**src/hdl/flash_ctl_defs.svh**
```systemverilog
// Constants for the flash suspend and reset control block
`ifndef FLASH_CTL_DEFS_SVH
`define FLASH_CTL_DEFS_SVH

`define OP_READ        8'h03
`define OP_WRITE_LATCH_SET 8'h06
`define OP_RESUME      8'h30
`define OP_NOP         8'h00
`define OP_RST_ARM     8'h66
`define OP_RST         8'h99
`define OP_TABLE_READ  8'h5A
`define OP_PRG_SUSP    8'hB0
`define OP_ERS_SUSP    8'h75
`define OP_PERF_ON     8'hEB
`define OP_PERF_OFF    8'hFF
`define OP_PROGRAM     8'h02
`define OP_ERASE       8'h20

`define CLK_MHZ        100
`define RESET_PULSE_US 10
`define RESET_PULSE_CYC (`RESET_PULSE_US * `CLK_MHZ)
`define TABLE_HDR_BITS 32
`define SPI_BITS       8
`define QUAD_NIBBLES   2

`endif

```
**src/hdl/flash_ctl_pkg.sv**
```systemverilog
// Types for the flash suspend and reset control block
package flash_ctl_pkg;

   typedef enum logic [2:0] {
      ST_IDLE = 3'b000,
      ST_OPCODE = 3'b001,
      ST_ADDR = 3'b010,
      ST_DATA = 3'b011,
      ST_IGNORE = 3'b100
   } frame_state_t;

   typedef struct packed {
      logic write_enable_latch;
      logic write_in_progress_flag;
      logic program_suspended_flag;
      logic erase_suspended_flag;
   } status_t;

endpackage : flash_ctl_pkg

```
**src/hdl/flash_suspend_reset_control.sv**
```systemverilog
// Command control logic for suspend, resume, reset and table read
//
// Functional notes
// - Suspended region reads flagged invalid
// - Suspend clears latch, filters commands
// - Program suspended flag set and cleared
// - Resume opcode 30h restarts write
// - Resume needs no write latch
// - Busy stays set after resume
// - Resume ignored in performance mode
// - No-op, like any opcode but 66h, cancels reset arm
// - One-byte opcodes, SPI or quad
// - Reset only directly after arm
// - Software reset restores power-on state
// - Software reset aborts program or erase
// - Host waits recovery after reset
// - Table read: opcode, address, dummy
// - Reset pin low 10 us resets
// - Pin reset restores defaults, 3-byte
// - Pin reset aborts, output hi-z
// - Power-up into standby, latch clear
// - Erase suspended flag set and cleared
// - Erase suspend delayed by latency
`timescale 1ns/1ps
`include "flash_ctl_defs.svh"

module flash_suspend_reset_control
   import flash_ctl_pkg::*;
#(
   parameter int RESET_PULSE_CYC = `RESET_PULSE_CYC, // Pin reset filter
   parameter int ERASE_SUSP_CYC = 16, // Erase suspend latency
   parameter int OP_TIME_CYC = 64 // Internal write duration
) (
   input wire logic clk_sys, // System clock
   input wire logic rst, // Power-on reset
   input wire logic cs_n, // Chip select pin
   input wire logic sclk, // Serial clock pin
   input wire logic [3:0] sio_in, // Data lanes in
   input wire logic quad_command_mode, // Quad command mode
   input wire logic reset_n, // Reset pin
   input wire logic [7:0] table_data, // Table byte at address
   input wire logic [23:0] suspend_region, // Address of suspended region
   output logic [23:0] table_addr, // Table address
   output logic so_out, // Serial output
   output logic so_oe, // Serial output enable
   output logic [3:0] status_bits, // Status flags
   output logic perf_mode, // Performance enhance mode
   output logic addr_4byte, // Four-byte addressing
   output logic read_invalid, // Read hits suspended region
   output logic op_aborted, // Write aborted by reset
   output logic reset_armed // Reset arm pending
);

   // ------------------------------------------------------------
   // Synchronisers
   // ------------------------------------------------------------
   logic [1:0] cs_s_q, ck_s_q, rs_s_q;
   logic [3:0] d0_q, d1_q;
   logic ck_prev_q;
   always_ff @(posedge clk_sys) begin
      cs_s_q <= {cs_s_q[0], cs_n};
      ck_s_q <= {ck_s_q[0], sclk};
      rs_s_q <= {rs_s_q[0], reset_n};
      d0_q <= sio_in;
      d1_q <= d0_q;
      ck_prev_q <= ck_s_q[1];
   end
   wire cs_act = ~cs_s_q[1];
   wire ck_rise = ck_s_q[1] & ~ck_prev_q;
   wire ck_fall = ~ck_s_q[1] & ck_prev_q;

   // ------------------------------------------------------------
   // Pin reset filter
   // ------------------------------------------------------------
   logic [31:0] rlow_q;
   logic pin_rst_q;
   always_ff @(posedge clk_sys) begin
      if (rst || rs_s_q[1]) begin
         rlow_q <= '0;
         pin_rst_q <= 1'b0;
      end else if (rlow_q < 32'(RESET_PULSE_CYC - 1)) begin
         rlow_q <= rlow_q + 32'd1;
      end else begin
         pin_rst_q <= 1'b1;
      end
   end
   wire pin_low = ~rs_s_q[1];

   // ------------------------------------------------------------
   // Frame decoding
   // ------------------------------------------------------------
   frame_state_t st_q;
   logic [7:0] sh_q, op_q;
   logic [5:0] cnt_q;
   logic [2:0] bit_q;
   logic [7:0] out_q;
   logic byte_done;
   logic sw_rst;
   logic op_strobe;

   function automatic logic [7:0] shift_in(input logic [7:0] s,
         input logic [3:0] d, input logic quad);
      shift_in = quad ? {s[3:0], d} : {s[6:0], d[0]};
   endfunction : shift_in

   wire [5:0] op_len = quad_command_mode ?
      6'(`QUAD_NIBBLES) : 6'(`SPI_BITS);
   assign byte_done = ck_rise && (cnt_q == op_len - 6'd1);
   wire [7:0] op_now = shift_in(sh_q, d1_q, quad_command_mode);
   assign op_strobe = (st_q == ST_OPCODE) && byte_done;

   // Command filter while suspended
   function automatic logic allowed(input logic [7:0] op);
      allowed = (op == `OP_READ) || (op == `OP_RESUME) ||
         (op == `OP_RST_ARM) || (op == `OP_RST) || (op == `OP_NOP) ||
         (op == `OP_TABLE_READ) || (op == `OP_WRITE_LATCH_SET) ||
         (op == `OP_PERF_ON) || (op == `OP_PERF_OFF);
   endfunction : allowed

   status_t st_bits_q;
   wire suspended = st_bits_q.program_suspended_flag |
      st_bits_q.erase_suspended_flag;
   wire op_ok = !suspended || allowed(op_now);
   wire hard_rst = rst | pin_rst_q | sw_rst;
   logic hard_rst_q;
   always_ff @(posedge clk_sys) begin
      hard_rst_q <= hard_rst;
   end

   always_ff @(posedge clk_sys) begin
      if (hard_rst || !cs_act) begin
         st_q <= cs_act ? ST_IGNORE : ST_OPCODE;
         cnt_q <= '0;
         sh_q <= '0;
         op_q <= '0;
      end else if (ck_rise) begin
         sh_q <= shift_in(sh_q, d1_q, quad_command_mode);
         case (st_q)
            ST_OPCODE: begin
               cnt_q <= byte_done ? 6'd0 : cnt_q + 6'd1;
               if (byte_done) begin
                  op_q <= op_now;
                  st_q <= (op_now == `OP_TABLE_READ || op_now == `OP_READ)
                     ? ST_ADDR : ST_IGNORE;
               end
            end
            ST_ADDR: begin
               // three address and one dummy byte
               cnt_q <= cnt_q + 6'd1;
               if (cnt_q == 6'd31) begin
                  st_q <= ST_DATA;
               end
            end
            ST_DATA: st_q <= ST_DATA;
            ST_IGNORE: st_q <= ST_IGNORE;
            default: st_q <= ST_IGNORE;
         endcase
      end
   end

   // ------------------------------------------------------------
   // Address and table stream
   // ------------------------------------------------------------
   logic [23:0] addr_q;
   always_ff @(posedge clk_sys) begin
      if (hard_rst || !cs_act) begin
         addr_q <= '0;
         bit_q <= '0;
         out_q <= '0;
      end else if (st_q == ST_ADDR && ck_rise && cnt_q < 6'd24) begin
         addr_q <= {addr_q[22:0], d1_q[0]};
      end else if (st_q == ST_DATA && ck_fall) begin
         bit_q <= bit_q + 3'd1;
         if (bit_q == 3'd0) begin
            out_q <= table_data;
         end
         if (bit_q == 3'd7) begin
            addr_q <= addr_q + 24'd1;
         end
      end
   end

   always_ff @(posedge clk_sys) begin
      if (rst) begin
         so_out <= 1'b0;
         so_oe <= 1'b0;
         table_addr <= '0;
      end else begin
         table_addr <= addr_q;
         so_oe <= cs_act && !pin_low && st_q == ST_DATA &&
            op_q == `OP_TABLE_READ;
         if (ck_fall) begin
            so_out <= (bit_q == 3'd0) ? table_data[7] : out_q[3'd7 - bit_q];
         end
      end
   end

   // ------------------------------------------------------------
   // Reset arm and software reset
   // ------------------------------------------------------------
   logic arm_q;
   logic sw_rst_q;
   always_ff @(posedge clk_sys) begin
      if (rst || pin_rst_q || sw_rst_q) begin
         arm_q <= 1'b0;
         sw_rst_q <= 1'b0;
      end else begin
         sw_rst_q <= op_strobe && arm_q && op_now == `OP_RST;
         if (op_strobe) begin
            arm_q <= (op_now == `OP_RST_ARM);
         end
      end
   end
   assign sw_rst = sw_rst_q;

   // ------------------------------------------------------------
   // Write, suspend and resume
   // ------------------------------------------------------------
   logic prg_q, ers_q, susp_pend_q, resumed_q;
   logic [15:0] op_cnt_q, esl_q;
   logic aborted_q;
   wire cmd = op_strobe && op_ok;

   always_ff @(posedge clk_sys) begin
      if (hard_rst) begin
         st_bits_q <= '0;
         prg_q <= 1'b0;
         ers_q <= 1'b0;
         susp_pend_q <= 1'b0;
         resumed_q <= 1'b0;
         op_cnt_q <= '0;
         esl_q <= '0;
         perf_mode <= 1'b0;
         // Abort seen on the first reset cycle only
         if (rst) begin
            aborted_q <= 1'b0;
         end else if (!hard_rst_q) begin
            aborted_q <= st_bits_q.write_in_progress_flag || suspended;
         end
      end else begin
         resumed_q <= 1'b0;
         if (cmd && op_now == `OP_WRITE_LATCH_SET) begin
            st_bits_q.write_enable_latch <= 1'b1;
         end
         if (cmd && op_now == `OP_PERF_ON && suspended) begin
            perf_mode <= 1'b1;
         end
         if (cmd && op_now == `OP_PERF_OFF) begin
            perf_mode <= 1'b0;
         end
         if (cmd && st_bits_q.write_enable_latch && !suspended &&
               !st_bits_q.write_in_progress_flag &&
               (op_now == `OP_PROGRAM || op_now == `OP_ERASE)) begin
            st_bits_q.write_in_progress_flag <= 1'b1;
            st_bits_q.write_enable_latch <= 1'b0;
            prg_q <= (op_now == `OP_PROGRAM);
            ers_q <= (op_now == `OP_ERASE);
            op_cnt_q <= 16'(OP_TIME_CYC);
         end
         // Internal write countdown
         if (st_bits_q.write_in_progress_flag && !suspended &&
               !susp_pend_q) begin
            if (op_cnt_q <= 16'd1) begin
               st_bits_q.write_in_progress_flag <= 1'b0;
               prg_q <= 1'b0;
               ers_q <= 1'b0;
            end else begin
               op_cnt_q <= op_cnt_q - 16'd1;
            end
         end
         if (cmd && op_now == `OP_PRG_SUSP && prg_q && !suspended) begin
            st_bits_q.program_suspended_flag <= 1'b1;
            st_bits_q.write_enable_latch <= 1'b0;
         end
         if (cmd && op_now == `OP_ERS_SUSP && ers_q && !suspended) begin
            susp_pend_q <= 1'b1;
            esl_q <= 16'(ERASE_SUSP_CYC);
         end else if (susp_pend_q) begin
            if (esl_q <= 16'd1) begin
               susp_pend_q <= 1'b0;
               st_bits_q.erase_suspended_flag <= 1'b1;
               st_bits_q.write_enable_latch <= 1'b0;
            end else begin
               esl_q <= esl_q - 16'd1;
            end
         end
         if (cmd && op_now == `OP_RESUME && suspended && !perf_mode) begin
            st_bits_q.program_suspended_flag <= 1'b0;
            st_bits_q.erase_suspended_flag <= 1'b0;
            resumed_q <= 1'b1;
         end
      end
   end

   // ------------------------------------------------------------
   // Outputs
   // ------------------------------------------------------------
   always_ff @(posedge clk_sys) begin
      if (rst) begin
         status_bits <= '0;
         addr_4byte <= 1'b0;
         read_invalid <= 1'b0;
         op_aborted <= 1'b0;
         reset_armed <= 1'b0;
      end else begin
         status_bits <= st_bits_q;
         addr_4byte <= 1'b0;
         read_invalid <= suspended && st_q == ST_DATA &&
            addr_q[23:12] == suspend_region[23:12];
         op_aborted <= aborted_q;
         reset_armed <= arm_q;
      end
   end

   // ------------------------------------------------------------
   // Checks
   // ------------------------------------------------------------
   // busy held after resume
   property p_busy_after_resume;
      @(posedge clk_sys) disable iff (hard_rst)
      resumed_q |-> st_bits_q.write_in_progress_flag;
   endproperty
   a_busy_after_resume: assert property (p_busy_after_resume)
      else $error("busy dropped at resume");

   property p_susp_latch;
      @(posedge clk_sys) disable iff (hard_rst)
      $rose(st_bits_q.program_suspended_flag) |->
         !st_bits_q.write_enable_latch;
   endproperty
   a_susp_latch: assert property (p_susp_latch)
      else $error("latch set on suspend");

   property p_idle_resume;
      @(posedge clk_sys) disable iff (hard_rst)
      (cmd && op_now == `OP_RESUME && !suspended) |=>
         !resumed_q;
   endproperty
   a_idle_resume: assert property (p_idle_resume)
      else $error("resume acted without suspend");

   property p_perf_block;
      @(posedge clk_sys) disable iff (hard_rst)
      (perf_mode && suspended) |=> !resumed_q;
   endproperty
   a_perf_block: assert property (p_perf_block)
      else $error("resume in performance mode");

   property p_rst_after_arm;
      @(posedge clk_sys) disable iff (rst || pin_rst_q)
      $rose(sw_rst_q) |-> $past(arm_q);
   endproperty
   a_rst_after_arm: assert property (p_rst_after_arm)
      else $error("reset without arm");

   property p_hiz_pin;
      @(posedge clk_sys) disable iff (rst)
      pin_low |=> !so_oe;
   endproperty
   a_hiz_pin: assert property (p_hiz_pin)
      else $error("output driven during pin reset");

   property p_esl;
      @(posedge clk_sys) disable iff (hard_rst)
      $rose(susp_pend_q) |-> !st_bits_q.erase_suspended_flag [*2];
   endproperty
   a_esl: assert property (p_esl)
      else $error("erase suspend too early");

   property p_sw_clear;
      @(posedge clk_sys) disable iff (rst || pin_rst_q)
      sw_rst_q |=> st_bits_q == '0 && !perf_mode;
   endproperty
   a_sw_clear: assert property (p_sw_clear)
      else $error("status kept after reset");

endmodule : flash_suspend_reset_control

```
**config.mk**
```make
export PLATFORM = sky130hd
export DESIGN_NAME = flash_suspend_reset_control
export DESIGN_NICKNAME = d
export VERILOG_FILES = /design/src/hdl/flash_ctl_pkg.sv /design/src/hdl/flash_suspend_reset_control.sv
export VERILOG_INCLUDE_DIRS = /design/src /design/src/hdl
export SDC_FILE = /design/constraint.sdc
export NUM_CORES = 1
export LEC_CHECK = 0
export ABC_CLOCK_PERIOD_IN_PS = 6200
export BUFFER_PORTS_ARGS = -buffer_cell sky130_fd_sc_hd__buf_2
export CORE_MARGIN = 3
export CORE_UTILIZATION = 55
export CTS_CLUSTER_SIZE = 24
export DETAILED_ROUTE_END_ITERATION = 7
export PLACE_DENSITY = 0.82
export SLEW_MARGIN = 20
export SYNTH_ARGS = -nofsm -noshare
export SYNTH_HDL_FRONTEND = slang
export SYNTH_SLANG_ARGS = --single-unit
```
**constraint.sdc**
```tcl
create_clock -name clk_sys -period 6.2 [get_ports clk_sys]
set_input_delay 0.31 -clock clk_sys [delete_from_list [all_inputs] [get_ports clk_sys]]
set_output_delay 0.31 -clock clk_sys [all_outputs]
set_load 0.005 [all_outputs]
```
======== Word-level counts from Yosys, hierarchy flattened ========
Cells that the tools add are included.
cells by class
  $add $sub $neg .......................... 8
  multiplexer cells ....................... 41
  bitwise logic cells ..................... 11
  equality and inequality tests ........... 24
  reduce and logical (&&, ||, !) cells .... 72
  order comparisons ....................... 5
operator list
  kind                                                              number
  2-to-1 mux 24 bit                                                 3
  2-to-1 mux 16 bit                                                 3
  adder 32 x 1 -> 32 bit (second input constant)                    1
  == test 8 x 7 -> 1 bit (second input constant)                    4
  == test 8 bit (second input constant)                             4
  less-or-equal comparator 16 x 1 -> 1 bit (second input constant)  2
  logical AND 1 bit                                                 32
  less-than comparator 32 x 10 -> 1 bit (second input constant)     1
  subtractor 16 x 1 -> 16 bit (second input constant)               2
  adder 24 x 1 -> 24 bit (second input constant)                    1
  2-to-1 mux 1 bit                                                  19
  2-to-1 mux 3 bit                                                  6
  == test 8 x 2 -> 1 bit (second input constant)                    2
  == test 8 x 6 -> 1 bit (second input constant)                    2
  logical OR 1 bit                                                  16
  2-to-1 mux 5 bit                                                  3
  == test 12 bit                                                    1
  one-hot mux 6 bit (2 select lines)                                1
  AND reduction 2 bit                                               6
  AND reduction 3 bit                                               4
  nonzero test 2 bit                                                5
  one-hot mux 3 bit (3 select lines)                                1
  == test 8 x 3 -> 1 bit (second input constant)                    1
  zero test 8 bit                                                   1
  other kinds (25)                                                  40
word-level totals
  bits of input ports ..................... 42
  word-level logic and storage cells ...... 198
  register bits after elaboration ......... 184
  output and inout port bits .............. 35

======== Longest topological paths before layout ========
  depth in word-level cells ............... 21
  gate-level depth with buffers ........... 9
  mapped depth without buffers ............ 7

======== Worst setup path after synthesis ========
Ideal clock, no wire load.
  kind .................................... register to register
  from .................................... reg bit_q[0]
  to ...................................... reg addr_q[17]
  arrival ................................. 2093 ps
  library setup time ...................... 74 ps
  slack ................................... 4032 ps
  data required time ...................... 6126 ps
  stages on the path, launching flop included .. 8
  cells stage by stage .................... dfxtp_1 ha_1 ha_1 and3b_1 nand2_2 or4_4 or4_1 a31oi_1
between the ends
  longest elaborated chain between the ends .. 3
RTL lines
  item                                  RTL line                            text
  start, declared                       flash_suspend_reset_control.sv:95   logic [2:0] bit_q;
  start signal, assigned                flash_suspend_reset_control.sv:173  bit_q <= bit_q + 3'd1;
  == test 3 bit                         flash_suspend_reset_control.sv:177  if (bit_q == 3'd7) begin
  nonzero test 2 bit (no source line)   -
  AND reduction 2 bit (no source line)  -
  end signal, assigned                  flash_suspend_reset_control.sv:171  addr_q <= {addr_q[22:0], d1_q[0]};
  end signal, assigned                  flash_suspend_reset_control.sv:178  addr_q <= addr_q + 24'd1;
  end, declared                         flash_suspend_reset_control.sv:164  logic [23:0] addr_q;
Every way passes these cells.
A chain may end at the register's enable or synchronous reset.

======== Worst setup path in the final report ========
  from .................................... reg ck_s_q[1]
  to ...................................... reg esl_q[10]
between the ends
  longest elaborated chain between the ends .. 8
RTL lines
  item                                 RTL line                            text
  start, declared                      flash_suspend_reset_control.sv:57   logic [1:0] cs_s_q, ck_s_q, rs_s_q;
  start signal, assigned               flash_suspend_reset_control.sv:62   ck_s_q <= {ck_s_q[0], sclk};
  bitwise AND 1 bit                    flash_suspend_reset_control.sv:69   wire ck_rise = ck_s_q[1] & ~ck_prev_q;
  logical AND 1 bit                    flash_suspend_reset_control.sv:108  assign byte_done = ck_rise && (cnt_q == op_len - 6'd1);
  logical AND 1 bit                    flash_suspend_reset_control.sv:110  assign op_strobe = (st_q == ST_OPCODE) && byte_done;
  logical AND 1 bit                    flash_suspend_reset_control.sv:222  wire cmd = op_strobe && op_ok;
  logical AND 1 bit (no source line)   -
  logical AND 1 bit (2 in series)      flash_suspend_reset_control.sv:275  if (cmd && op_now == `OP_ERS_SUSP && ers_q && !suspended) begin
  OR reduction 2 bit (no source line)  -
  end signal, assigned                 flash_suspend_reset_control.sv:277  esl_q <= 16'(ERASE_SUSP_CYC);
  end signal, assigned                 flash_suspend_reset_control.sv:284  esl_q <= esl_q - 16'd1;
  end, declared                        flash_suspend_reset_control.sv:220  logic [15:0] op_cnt_q, esl_q;
Every way passes these cells.

==> results.toml <==
[yosys]
ys_top_cells_by_area = "dfxtp_1, nor2_1, mux2i_1"
synth_top_family_by_area = "simple AND/OR/NAND/NOR gates"
yosysSeqAreaShare_pct = 46.10
synth-compound-area-share_pct = 13.62
ys_ff_latch = 184
synth_area_per_cell_um2 = 9.138
syn-instance-count = 884
synthMuxAreaShare_pct = 3.841
synth-simple-area-share_pct = 27.20
yosys.area.top_type = "dfxtp_1"
post-synth-top-area-fraction_pct = 44.61
synth_fa_ha_area_share_pct = 1.549
ys.flop_type = "dfxtp_1"
syn_area_um2 = 8078
syn_nets = 936
synth-async-reset-ratio_pct = 0
synthDistinctLibCells = 81
synth-xor-area-share_pct = 4.012
synth-edff-count = 4
yosys_warnings = 0

[global_route]
antenna_found_initial = 0
grt_max_degree = 50
grt_usage_pct = 20.57
grt_pass1_wl_um = 27720
grt_pass1_vias = 6020
overflow = 0

[hold_path]
hold_path_depth = 3
worstHoldPathType = "input pin to register"
hold_end = "out_q[1]$_SDFFE_PP0P_"
worstHoldStart = "table_data[1]"

[power]
swShare_pct = 22.77
p_per_area_nw_per_um2 = 260.7
p_leak_nw = 3.444
ir_worst_vdd_mv = 0.2262
p_total_mw = 2.365
p_int_mw = 1.826
net-switching-power_mw = 0.5385
power_frac_comb_pct = 3.3
clockPowerShare_pct = 45.6
seqPwrFrac_pct = 51.1

[critical_path]
endpoint_kind = "register"
slowest_stage = "o2111a_1"
critPathKind = "register to register"
crit_fanout = 21
critPathLaunchType = "register"
r2r_end = "esl_q[10]$_SDFFE_PP0P_"
cp.arrival_ps = 2880
r2r_slack_ps = 3620
rr_startpoint = "ck_s_q[1]$_DFF_P_"
worstPathCellList = "nor3b_2 -> o2111a_1 -> nand4_1 -> nand2_1 -> nor2_1"
r2r_cells = 5
critPathMaxStageDelay_ps = 720
critPathLaunch = "ck_s_q[1]$_DFF_P_"
cp.required_ps = 6500

[route]
drc_errors = 0
maxUsedRoutingLayer = "met4"
first_iter_violations = 441
dr.pass1.iters = 8
via_count = 6465
routed_wl_um = 16420
ant_nets = 0
viasPerCell = 5.798
wl_met2_um = 7972
wl_met3_um = 812
wl_met1_um = 7400
post_drt_wl_per_cell_um = 14.73

[timing]
whs_ps = 114.9
period_needed_ps = 2583
slew_violations = 0
fmax_ghz = 0.3871
slew_headroom_pct = 32.01
worst_pin_slew_ps = 1020
setup_tns_ps = 0
rsz0062_at_grt = "false"
fin_crit_sh_pct = 41.66
setup_viol = 0
hold_viol = 0
clock_skew_ps = 8.611

[cts]
cts.sinks = 184
numCtsBuffers = 17
clk_pin_slew_worst_paths_ps = 70
cts_root_buf = "clkbuf_16"
htreeDepth = 4
postCtsSetupRepairBufs = 0
tritoncts = "yes"
clkLatencyLatePin_ps = 430
cts_max_path_buffers = 2

[die]
initial_core_util_pct = 57.31
dieWidth_um = 127.2
core_area_um2 = 14100
die_h_um = 127.2
die_area_um2 = 16180
rows = 43
ios = 77

[placement]
io_buffers = 63
dpl.hpwl_um = 10940
place_congestion = 0.8385

[layout]
area_delta_synth_final_pct = 12.31
drive_gt1_share_pct = 13.26
finalNetCount = 974
antennaDiodeCount = 0

[run]
maxCapViolCount = 0

[run_status]
status = "finished clean"
-- metal layers --
layer	track usage, %	vias up
li1	-	3270
met1	25.76	2998
met2	35.15	173
met3	4.473	24
met4	7.192	0
met5	0	-
-- power groups by stage --
stage,clock (mW),sequential [mW],combinational (mW)
final,1.08,1.21,0.0784
after floorplan,0,1.23,0.0573
after global placement,0,1.23,0.0729
after CTS,1.09,1.21,0.0783
after global routing,1.14,1.21,0.0870
after detailed placement,0,1.23,0.0742
-- registers in the layout, indices dropped and copies added, names as in the netlist, 3 cells and up --
signal,cells
bit_q,3
rlow_q,32
sh_q,7
st_bits_q,4
addr_q,24
op_q,8
d1_q,4
d0_q,4
table_addr,24
out_q,8
status_bits,4
cnt_q,6
st_q,3
esl_q,16
op_cnt_q,16
-- worst max-delay path, delay by kind of cell (launching register included) --
| kind | cells | cell delay, ps |
|---|---|---|
| compound gates | 1 | 720 |
| simple gates | 4 | 1310 |
| flops | 1 | 400 |
-- cell usage in the layout, fill, tap and decap left out, drive strengths merged, types with 4 or more instances in the layout --
cell type / count
a31oi: 10
nor4b: 9
nand3b: 10
nor2: 96
a211oi: 15
nand4: 19
inv: 25
xor2: 21
or3: 11
a211o: 4
ha: 10
and2: 26
o211ai: 8
o221ai: 5
or4: 11
nor3b: 13
dfxtp: 180
nor4: 24
a21oi: 40
nand3: 18
o41ai: 4
clkbuf: 19
nor3: 29
nor2b: 32
dlygate4sd3: 7
edfxtp: 4
mux2i: 22
nand2: 50
o21a: 7
o21ai: 33
and3b: 7
nand2b: 9
buf: 64
xnor2: 16
and3: 8
o311ai: 6
mux2: 4
clkinv: 5
or2: 4
-- worst max path at each step --
stage | cells after the start | end | slack, ps
6_report | 5 | esl_q[10]$_SDFFE_PP0P_ | 3620
5_1_grt | 5 | esl_q[10]$_SDFFE_PP0P_ | 3420
4_1_cts | 5 | esl_q[10]$_SDFFE_PP0P_ | 3620
3_5_place_dp | 7 | op_cnt_q[14]$_SDFF_PP0_ | 3250
3_3_place_gp | 7 | op_cnt_q[14]$_SDFF_PP0_ | 3320
2_1_floorplan | 7 | addr_q[17]$_SDFFE_PP0P_ | 4030
-- metrics by stage --
| step | std cells | utilization, % | setup slack, ps | area, µm² |
|---|---|---|---|---|
| 2_1_floorplan | 884 | - | 4032 | 8078 |
| 3_5_place_dp | 1076 | 59.63 | 3251 | 8406 |
| 6_report | 1115 | 64.36 | 3617 | 9072 |
| 3_3_place_gp | 1076 | 59.63 | 3315 | 8406 |
| 4_1_cts | 1115 | 64.34 | 3624 | 9070 |
| 5_1_grt | 1115 | 64.36 | 3419 | 9072 |
-- kinds of logic (layout without fill, tap and decap cells) --
family	count (synthesis)	count (layout)
AO/OA/AOI/OAI	164	164
AND/OR/NAND/NOR	389	389
flip-flops	184	184
XOR/XNOR	37	37
other	1	1
multiplexers	28	28
adder cells (fa/ha/maj)	10	10
buffers and inverters	71	122
-- what timing repair did --
action                                  in CTS  in global routing
hold buffers                                 7                  0
gates resized for setup                      0                  0
endpoints found under the hold margin        7                  0
endpoints found under the setup margin       0                  0
-- Yosys cell counts, drive strengths merged, types with 5 or more instances --
cell    count
o311ai      6
xnor2      16
or3        11
nor3b      13
dfxtp     180
and3b       7
ha         10
nor3       29
nor2       96
nor4b       9
a31oi      10
and3        8
clkbuf     36
o221ai      5
nand3      18
nor2b      32
o21a        7
a211oi     15
mux2i      22
nor4       24
inv        18
a21oi      40
o211ai      8
xor2       21
nand3b     10
or4        11
nand2b      9
o21ai      33
nand4      19
nand2      50
and2       26
buf        16
-- final cells by class --
| type | instances | area, µm² |
|---|---|---|
| Clock buffer | 19 | 464.2 |
| Timing Repair Buffer | 71 | 392.9 |
| Clock inverter | 13 | 130.1 |
| Fill cell | 1148 | 5024 |
| Inverter | 19 | 71.32 |
| Tap cell | 180 | 225.2 |
| Multi-Input combinational cell | 629 | 4065 |
| Sequential cell | 184 | 3724 |
Power figures use the tool's default switching activity.
